### config.mk
export PLATFORM = sky130hd
export DESIGN_NAME = wsd_top
export DESIGN_NICKNAME = d
export VERILOG_FILES = /design/src/wsd_top.v /design/src/wsd_deadband.v
export VERILOG_INCLUDE_DIRS = /design/src
export SDC_FILE = /design/constraint.sdc
export NUM_CORES = 1
export LEC_CHECK = 0
export ABC_AREA = 1
export BUFFER_PORTS_ARGS = -buffer_cell sky130_fd_sc_hd__buf_4
export CAP_MARGIN = 30
export CORE_MARGIN = 2
export CORE_UTILIZATION = 45
export CTS_CLUSTER_DIAMETER = 150
export DETAILED_ROUTE_END_ITERATION = 6
export PLACE_DENSITY = 0.78
export SLEW_MARGIN = 5
export SYNTH_ARGS = -nofsm -noshare
export SYNTH_HDL_FRONTEND = slang
export SYNTH_SLANG_ARGS = --single-unit
### constraint.sdc
create_clock -name clk_in -period 1.4 [get_ports clk_in]
set_input_delay 0.21 -clock clk_in [delete_from_list [all_inputs] [get_ports clk_in]]
set_output_delay 0.21 -clock clk_in [all_outputs]
set_load 0.01 [all_outputs]
### src/wsd_defines.vh
`ifndef WSD_DEFINES_VH
`define WSD_DEFINES_VH

// ----------------------------------------------------------------
// register byte offsets
// ----------------------------------------------------------------
`define WSD_OFS_SRC_EN      8'h00
`define WSD_OFS_RISE_DB     8'h04
`define WSD_OFS_FALL_DB     8'h08
`define WSD_OFS_SD_CTRL     8'h0c
`define WSD_OFS_IRQ_STAT    8'h10
`define WSD_OFS_IRQ_MASK    8'h14
`define WSD_OFS_POLARITY    8'h18

// ----------------------------------------------------------------
// field positions
// ----------------------------------------------------------------
`define WSD_SRC_PIN_BIT     0
`define WSD_SRC_COMP1_BIT   1
`define WSD_SRC_COMP2_BIT   2
`define WSD_SRC_CELL_BIT    3
`define WSD_SD_STATUS_BIT   7
`define WSD_SD_RESTART_BIT  6
`define WSD_SD_BD_HI        5
`define WSD_SD_BD_LO        4
`define WSD_SD_AC_HI        3
`define WSD_SD_AC_LO        2
`define WSD_IRQ_SD_BIT      0

// ----------------------------------------------------------------
// reset values
// ----------------------------------------------------------------
`define WSD_RST_SRC_EN      4'h0
`define WSD_RST_DB          6'h00
`define WSD_RST_SD_STATE    2'h0
`define WSD_RST_POLARITY    4'h0

// ----------------------------------------------------------------
// shutdown state codes
// ----------------------------------------------------------------
`define WSD_ST_HIGH         2'h3
`define WSD_ST_LOW          2'h2
`define WSD_ST_TRI          2'h1
`define WSD_ST_INACTIVE     2'h0

`endif

### src/wsd_top.v
// Added by the designer: register access over APB and the register addresses.
`timescale 1ns/1ps
`include "wsd_defines.vh"

module wsd_top #(
  parameter HAS_COMP_TWO = 1
) (
  input  wire        clk_in,
  input  wire        rst_in,
  input  wire        psel_in,
  input  wire        penable_in,
  input  wire        pwrite_in,
  input  wire [7:0]  paddr_in,
  input  wire [31:0] pwdata_in,
  output wire        pready_out,
  output wire        pslverr_out,
  output wire [31:0] prdata_out,
  input  wire        data_in,
  input  wire        mapped_shutdown_pin_in,
  input  wire        comparator_one_in,
  input  wire        comparator_two_in,
  input  wire        logic_cell_two_in,
  output wire [3:0]  wave_out,
  output wire [3:0]  wave_oe_n_out,
  output wire        irq_out
);

  // ----------------------------------------------------------------
  // register address decode
  // ----------------------------------------------------------------
  // true for every offset that holds a register
  function mapped;
    input [7:0] addr;
    begin
      mapped = (addr == `WSD_OFS_SRC_EN)   || (addr == `WSD_OFS_RISE_DB) ||
               (addr == `WSD_OFS_FALL_DB)  || (addr == `WSD_OFS_SD_CTRL) ||
               (addr == `WSD_OFS_IRQ_STAT) || (addr == `WSD_OFS_IRQ_MASK) ||
               (addr == `WSD_OFS_POLARITY);
    end
  endfunction

  // write strobe of one register, decoded once per register
  function wr_hit;
    input [7:0] addr;
    input [7:0] ofs;
    input       strobe;
    begin
      wr_hit = strobe & (addr == ofs);
    end
  endfunction

  reg  [3:0]  src_en_reg;
  reg  [5:0]  rise_delay_count_reg;
  reg  [5:0]  fall_delay_count_reg;
  reg         sd_status_reg;
  reg         sd_status_next;
  reg         restart_en_reg;
  reg  [1:0]  pair_ac_shutdown_state_reg;
  reg  [1:0]  pair_bd_shutdown_state_reg;
  reg         irq_stat_reg;
  reg         irq_mask_reg;
  reg  [3:0]  polarity_reg;
  reg         sd_hold_reg;
  reg         data_prev_reg;
  reg  [31:0] prdata_reg;
  reg  [3:0]  wave_reg;
  reg  [3:0]  oe_n_reg;
  reg  [31:0] rd_mux;

  wire        setup_ph;
  wire        wr_acc;
  wire        wr_ctrl;
  wire        wr_src;
  wire        wr_rise;
  wire        wr_fall;
  wire        wr_irq;
  wire        wr_mask;
  wire        wr_pol;
  wire        sw_clear;
  wire        sw_set;
  wire [3:0]  src_act;
  wire        any_src;
  wire        data_rise;
  wire        sd_start;
  wire        drive_a;
  wire        drive_b;
  wire        db_a;
  wire        db_b;

  // ----------------------------------------------------------------
  // apb handshake, zero wait states
  // ----------------------------------------------------------------
  // pready tied high, every access ends in its first access cycle
  // prdata loads at the setup edge and stands through the access
  // unmapped offsets answer with pslverr and their writes are dropped
  assign setup_ph    = psel_in & ~penable_in;
  assign wr_acc      = psel_in & penable_in & pwrite_in & mapped(paddr_in);
  assign pready_out  = 1'b1;
  assign pslverr_out = psel_in & penable_in & ~mapped(paddr_in);
  assign prdata_out  = prdata_reg;

  // read data mux, unimplemented bits zero
  // the value is frozen into prdata at the setup edge
  always @* begin
    rd_mux = 32'h0000_0000;
    case (paddr_in)
      `WSD_OFS_SRC_EN:   rd_mux[3:0] = src_en_reg;
      `WSD_OFS_RISE_DB:  rd_mux[5:0] = rise_delay_count_reg;
      `WSD_OFS_FALL_DB:  rd_mux[5:0] = fall_delay_count_reg;
      `WSD_OFS_SD_CTRL:  rd_mux[7:0] = {sd_status_reg, restart_en_reg,
                                        pair_bd_shutdown_state_reg,
                                        pair_ac_shutdown_state_reg, 2'h0};
      `WSD_OFS_IRQ_STAT: rd_mux[0]   = irq_stat_reg;
      `WSD_OFS_IRQ_MASK: rd_mux[0]   = irq_mask_reg;
      `WSD_OFS_POLARITY: rd_mux[3:0] = polarity_reg;
      default:           rd_mux      = 32'h0000_0000;
    endcase
  end

  // read data captured in setup phase
  always @(posedge clk_in) begin
    if (rst_in) begin
      prdata_reg <= 32'h0000_0000;
    end else if (setup_ph && !pwrite_in) begin
      prdata_reg <= rd_mux;
    end
  end

  // ----------------------------------------------------------------
  // configuration registers
  // ----------------------------------------------------------------
  // one strobe per register, all taken in the access cycle
  // an offset that raises pslverr never raises a strobe
  assign wr_src  = wr_hit(paddr_in, `WSD_OFS_SRC_EN, wr_acc);
  assign wr_rise = wr_hit(paddr_in, `WSD_OFS_RISE_DB, wr_acc);
  assign wr_fall = wr_hit(paddr_in, `WSD_OFS_FALL_DB, wr_acc);
  assign wr_irq  = wr_hit(paddr_in, `WSD_OFS_IRQ_STAT, wr_acc);
  assign wr_mask = wr_hit(paddr_in, `WSD_OFS_IRQ_MASK, wr_acc);
  assign wr_pol  = wr_hit(paddr_in, `WSD_OFS_POLARITY, wr_acc);

  // source enables, comparator two bit stays low when absent
  always @(posedge clk_in) begin
    if (rst_in) begin
      src_en_reg <= `WSD_RST_SRC_EN;
    end else if (wr_src) begin
      src_en_reg[`WSD_SRC_PIN_BIT]   <= pwdata_in[`WSD_SRC_PIN_BIT];
      src_en_reg[`WSD_SRC_COMP1_BIT] <= pwdata_in[`WSD_SRC_COMP1_BIT];
      src_en_reg[`WSD_SRC_COMP2_BIT] <= (HAS_COMP_TWO != 0) &
                                        pwdata_in[`WSD_SRC_COMP2_BIT];
      src_en_reg[`WSD_SRC_CELL_BIT]  <= pwdata_in[`WSD_SRC_CELL_BIT];
    end
  end

  // rising dead-band count
  always @(posedge clk_in) begin
    if (rst_in) begin
      rise_delay_count_reg <= `WSD_RST_DB;
    end else if (wr_rise) begin
      rise_delay_count_reg <= pwdata_in[5:0];
    end
  end

  // falling dead-band count
  always @(posedge clk_in) begin
    if (rst_in) begin
      fall_delay_count_reg <= `WSD_RST_DB;
    end else if (wr_fall) begin
      fall_delay_count_reg <= pwdata_in[5:0];
    end
  end

  // shutdown control fields, the status bit is kept below
  always @(posedge clk_in) begin
    if (rst_in) begin
      restart_en_reg             <= 1'b0;
      pair_ac_shutdown_state_reg <= `WSD_RST_SD_STATE;
      pair_bd_shutdown_state_reg <= `WSD_RST_SD_STATE;
    end else if (wr_ctrl) begin
      restart_en_reg             <= pwdata_in[`WSD_SD_RESTART_BIT];
      pair_bd_shutdown_state_reg <= pwdata_in[`WSD_SD_BD_HI:`WSD_SD_BD_LO];
      pair_ac_shutdown_state_reg <= pwdata_in[`WSD_SD_AC_HI:`WSD_SD_AC_LO];
    end
  end

  // interrupt mask
  always @(posedge clk_in) begin
    if (rst_in) begin
      irq_mask_reg <= 1'b0;
    end else if (wr_mask) begin
      irq_mask_reg <= pwdata_in[`WSD_IRQ_SD_BIT];
    end
  end

  // output polarity, one bit per leg
  always @(posedge clk_in) begin
    if (rst_in) begin
      polarity_reg <= `WSD_RST_POLARITY;
    end else if (wr_pol) begin
      polarity_reg <= pwdata_in[3:0];
    end
  end

  // ----------------------------------------------------------------
  // shutdown sources and status
  // ----------------------------------------------------------------
  assign src_act[0] = src_en_reg[`WSD_SRC_PIN_BIT] & mapped_shutdown_pin_in;
  assign src_act[1] = src_en_reg[`WSD_SRC_COMP1_BIT] & comparator_one_in;
  assign src_act[2] = src_en_reg[`WSD_SRC_COMP2_BIT] & comparator_two_in;
  assign src_act[3] = src_en_reg[`WSD_SRC_CELL_BIT] & logic_cell_two_in;
  assign any_src    = |src_act;

  // a software clear only takes once every enabled source is quiet
  assign wr_ctrl  = wr_hit(paddr_in, `WSD_OFS_SD_CTRL, wr_acc);
  assign sw_clear = wr_ctrl & ~pwdata_in[`WSD_SD_STATUS_BIT];
  assign sw_set   = wr_ctrl & pwdata_in[`WSD_SD_STATUS_BIT];

  // a software write of one to the status bit forces shutdown
  // an active source wins over any clear
  always @* begin
    sd_status_next = sd_status_reg;
    if (any_src || sw_set) begin
      sd_status_next = 1'b1;
    end else if (sw_clear) begin
      sd_status_next = 1'b0;
    end else if (restart_en_reg) begin
      sd_status_next = 1'b0;
    end
  end

  assign sd_start  = sd_status_next & ~sd_status_reg;
  assign data_rise = data_in & ~data_prev_reg;

  // shutdown status and data input history
  always @(posedge clk_in) begin
    if (rst_in) begin
      sd_status_reg <= 1'b0;
      data_prev_reg <= 1'b0;
    end else begin
      sd_status_reg <= sd_status_next;
      data_prev_reg <= data_in;
    end
  end

  // output hold, a cleared status alone does not release the legs,
  // only the next rising edge of the data input does
  always @(posedge clk_in) begin
    if (rst_in) begin
      sd_hold_reg <= 1'b0;
    end else if (sd_status_next) begin
      sd_hold_reg <= 1'b1;
    end else if (data_rise) begin
      sd_hold_reg <= 1'b0;
    end
  end

  // interrupt flag, a new event in the clear cycle keeps it set
  always @(posedge clk_in) begin
    if (rst_in) begin
      irq_stat_reg <= 1'b0;
    end else if (sd_start) begin
      irq_stat_reg <= 1'b1;
    end else if (wr_irq && pwdata_in[`WSD_IRQ_SD_BIT]) begin
      irq_stat_reg <= 1'b0;
    end
  end

  // level output, high while the unmasked flag stands
  assign irq_out = irq_stat_reg & irq_mask_reg;

  // ----------------------------------------------------------------
  // dead-band generation
  // ----------------------------------------------------------------
  // a path: data delayed on its rise by the rising count
  // b path: inverted data delayed on its rise by the falling count
  // each count adds n cycles to the two cycle bypass latency
  // a falling drive passes at once, so the legs never overlap
  // both drives forced inactive while held so the inactive code passes dead-band
  assign drive_a = data_in & ~sd_hold_reg;
  assign drive_b = ~data_in & ~sd_hold_reg;

  wsd_deadband u_rise (
    .clk_in   (clk_in),
    .rst_in   (rst_in),
    .sig_in   (drive_a),
    .count_in (rise_delay_count_reg),
    .sig_out  (db_a)
  );

  wsd_deadband u_fall (
    .clk_in   (clk_in),
    .rst_in   (rst_in),
    .sig_in   (drive_b),
    .count_in (fall_delay_count_reg),
    .sig_out  (db_b)
  );

  // ----------------------------------------------------------------
  // output stage, pairs a/c and b/d
  // ----------------------------------------------------------------
  // a and c share the a/c state code, b and d the b/d code
  // tri-state releases the leg and parks its data low
  // registered so the legs change only on clock edges
  genvar gi;
  generate
    for (gi = 0; gi < 4; gi = gi + 1) begin : g_out
      wire [1:0] st = (gi % 2 == 0) ? pair_ac_shutdown_state_reg
                                    : pair_bd_shutdown_state_reg;
      wire       db = (gi % 2 == 0) ? db_a : db_b;
      always @(posedge clk_in) begin
        if (rst_in) begin
          wave_reg[gi] <= 1'b0;
          oe_n_reg[gi] <= 1'b1;
        end else if (sd_hold_reg) begin
          oe_n_reg[gi] <= (st == `WSD_ST_TRI);
          case (st)
            `WSD_ST_HIGH:     wave_reg[gi] <= 1'b1;
            `WSD_ST_LOW:      wave_reg[gi] <= 1'b0;
            `WSD_ST_TRI:      wave_reg[gi] <= 1'b0;
            default:          wave_reg[gi] <= db ^ polarity_reg[gi];
          endcase
        end else begin
          oe_n_reg[gi] <= 1'b0;
          wave_reg[gi] <= db ^ polarity_reg[gi];
        end
      end
    end
  endgenerate

  assign wave_out      = wave_reg;
  assign wave_oe_n_out = oe_n_reg;

endmodule // wsd_top

### src/wsd_deadband.v
`timescale 1ns/1ps

// ----------------------------------------------------------------
// rising edge delay of one drive signal
// ----------------------------------------------------------------
module wsd_deadband (
  input  wire       clk_in,
  input  wire       rst_in,
  input  wire       sig_in,
  input  wire [5:0] count_in,
  output wire       sig_out
);

  reg       out_reg;
  reg [5:0] cnt_reg;

  // rise waits count cycles, fall passes at once, zero count bypasses
  always @(posedge clk_in) begin
    if (rst_in) begin
      out_reg <= 1'b0;
      cnt_reg <= 6'h00;
    end else if (count_in == 6'h00) begin
      out_reg <= sig_in;
      cnt_reg <= 6'h00;
    end else if (!sig_in) begin
      out_reg <= 1'b0;
      cnt_reg <= 6'h00;
    end else if (!out_reg) begin
      if (cnt_reg >= count_in) begin
        out_reg <= 1'b1;
      end else begin
        cnt_reg <= cnt_reg + 6'h01;
      end
    end
  end

  assign sig_out = out_reg;

endmodule // wsd_deadband

==> results.yml <==
setup_path:
  crit_path_end_kind: "flip-flop"
  arrival_ps: 1680
  critPathKind: "reg -> reg"
  rr_worst_depth: 9
  ff2ff_setup_slack_ps: -50
  critPathMaxFanout: 7
  r2r-end: "u_fall.cnt_reg[4]$_SDFFE_PP0P_"
  r2r_start: "fall_delay_count_reg[5]$_SDFFE_PP0P_"
  startpoint_type: "flip-flop"
  cp.required_ps: 1630
cts:
  numCtsBuffers: 9
  ctsHtreeMaxLevel: 3
  clk_pin_slew_ps: 70
  cts_sinks: 58
  cts-root-buf: "clkbuf_8"
  cts_tree: "built"
  clock_path_buffers: 2
  clock_latency_ps: 350
synthesis:
  ys_warn_count: 0
  ys_ff_latch: 58
  synthArstFlopShare: 0
  seq_area_frac_synth: 0.358
  yosysTopAreaCell: "dfxtp_1"
  synth_ff_type: "dfxtp_1"
  synth_enable_flop_cells: 0
  synthTopCellsByArea: "dfxtp_1 36%, nand2_1 10%, a21oi_1 7.1%, buf_4 6.5%, inv_1 5.7%"
  netlist_instances: 443
  syn-cell-area_sq_mm: 0.00324
  yosys.area.top_type_share: 0.358
  syn_avg_cell_area_sq_um: 7.32
  yosysUniqueCellTypes: 36
floorplanning:
  die-area_sq_mm: 0.00790
  rows: 30
  core_area_sq_mm: 0.00687
  die_w_um: 88.9
  initial_core_util: 0.472
  ios: 93
  die_height_um: 88.9
layout:
  final_cell_mix: "91 x buf_4, 72 x nand2_1, 38 x a21oi_1, 38 x dfxtp_1, 37 x inv_1"
  diodes: 0
  nNetsFinal: 598
  final_cell_count_no_fill: 635
  drive_gt1_frac: 0.403
  largest_reg_flops: 8
  mostFrequentLayoutCell: "buf_4"
  areaGrowthSynthToFinish_pct: 37.6
grt:
  grt_pass1_vias: 2904
  antenna_found_initial: 0
  grt_usage: 0.211
  grt_max_degree: 24
  grt_pass1_wl_mm: 12.8
  grt_overflow: 0
worst_hold_path:
  hold_path_end: "polarity_reg[3]$_SDFFE_PP0P_"
  whs_path_depth: 3
  holdCritStartpoint: "pwdata_in[3]"
  hold_path_class: "in -> reg"
power_and_ir_drop:
  seqPwrFrac: 0.440
  switching_share: 0.224
  pwr-share-comb: 0.073
  p_leak_nw: 2.11
  intPower_mw: 2.96
  p_switching_mw: 0.856
  clkPwrFrac: 0.487
  power_mw: 3.81
  vdd_drop_max_mv: 0.628
  powerDensity_mw_per_mm2: 855
timing:
  fin_skew_ps: 9.56
  timing_hold_violations_final: 0
  finalCriticalPeriod_ps: 1450
  post-route-period-util: 1.03
  rsz0062_at_grt: "true"
  setup_slack_ps: -48.4
  slew_viol_final: 0
  setup_viol: 10
  fmax_mhz: 690
flow_run:
  maxCapViolCount: 0
detailed_routing:
  drt_iter0_markers: 185
  num_vias: 3186
  dr.pass1.iters: 6
  ant_nets: 0
  drc: 0
  vias_per_cell: 5.02
  routed_wl_mm: 8.56
  wl_per_cell_um: 13.5
placement:
  dp.final_hpwl_mm: 5.72
  place.gp.congestion: 0.894
  placed_cells: 610
  port_buffers: 43
run_status:
  violations: "negative setup slack"
  status: "complete, but fails checks"
Yosys cell counts (6+ instances only):
| master | instances |
|---|---|
| nand2_1 | 88 |
| dfxtp_1 | 58 |
| inv_1 | 49 |
| a21oi_1 | 46 |
| o21ai_0 | 33 |
| nor2_1 | 32 |
| buf_4 | 28 |
| nand3_1 | 21 |
| ha_1 | 14 |
| xor2_1 | 10 |
| nor3_1 | 8 |
| clkbuf_1 | 6 |
| nand4_1 | 6 |
| o21ai_1 | 6 |
critical path: stages, from the launching register on:
cell and delay (ps):
dfxtp_2 330, inv_2 50, ha_4 230, nand2_2 110, nor2_2 50, a21oi_2 190, nand2_4 130, buf_6 140
nand2_1 60, a21oi_2 50
metal layers:
metal  track usage  wire length (um)  vias up
li1              -                 -     1571
met1         0.242              3380     1478
met2         0.375              4480      116
met3        0.0683               514       21
met4        0.0592               191        0
met5             0                 0        -
timing repair:
action                     4_1_cts  5_1_grt
hold buffers                     0        0
pin swaps                       15       19
setup endpoints to repair       14       15
resized for setup               45       50
buffers inserted                 3        6
power by group through the flow:
stage	Sequential [mW]	Combinational (mW)	Clock [mW]
after detailed placement	1.72	0.265	0
final	1.68	0.279	1.86
after CTS	1.68	0.267	1.87
after global routing	1.68	0.305	1.96
after global placement	1.72	0.261	0
after floorplan	1.72	0.190	0
how the worst max path moves through the flow:
stage                                          from                             end  slack, ps  cells past startpoint
2_1_floorplan  rise_delay_count_reg[5]$_SDFFE_PP0P_       u_rise.sig_out$_SDFF_PP0_         -1                     10
3_3_place_gp   fall_delay_count_reg[5]$_SDFFE_PP0P_       u_fall.sig_out$_SDFF_PP0_        -90                     10
3_5_place_dp   rise_delay_count_reg[1]$_SDFFE_PP0P_  u_rise.cnt_reg[1]$_SDFFE_PP0P_       -130                      7
4_1_cts        rise_delay_count_reg[1]$_SDFFE_PP0P_  u_rise.cnt_reg[2]$_SDFFE_PP0P_         -2                      8
5_1_grt        fall_delay_count_reg[5]$_SDFFE_PP0P_  u_fall.cnt_reg[3]$_SDFFE_PP0P_       -110                      9
6_report       fall_delay_count_reg[5]$_SDFFE_PP0P_  u_fall.cnt_reg[4]$_SDFFE_PP0P_        -50                      9
area by class of cell:
class	count	area (sq um)
Timing Repair Buffer	94	726
Multi-Input combinational cell	316	1980
Sequential cell	58	1190
Clock inverter	5	103
Tap cell	96	120
Fill cell	554	2410
Inverter	55	219
Clock buffer	11	131
per-stage QoR:
stage / utilization / setup WS [ps] / TNS (ps) / instance area [sq um] / hold WS (ps)
6_report: 0.650 / -48.4 / -222 / 4460 / 99.6
4_1_cts: 0.619 / -1.79 / -1.79 / 4250 / 94.5
5_1_grt: 0.650 / -110 / -1170 / 4460 / 112
3_5_place_dp: 0.560 / -130 / -1600 / 3840 / 456
2_1_floorplan: - / -1.31 / -1.31 / 3340 / 343
3_3_place_gp: 0.560 / -94.9 / -949 / 3840 / 451
kinds of logic (layout without fill, tap and decap cells):
kind of cell    count (synthesis)  after routing  synth area share
compound gates                 97             97             0.165
xor+xnor                       12             12            0.0324
fa+ha+maj                      14             14            0.0540
buf+inv                        92            165             0.145
flops                          58             58             0.358
other cells                     2             25           0.00231
simple gates                  168            168             0.243
Note: power is estimated with default switching activity, not from simulation.
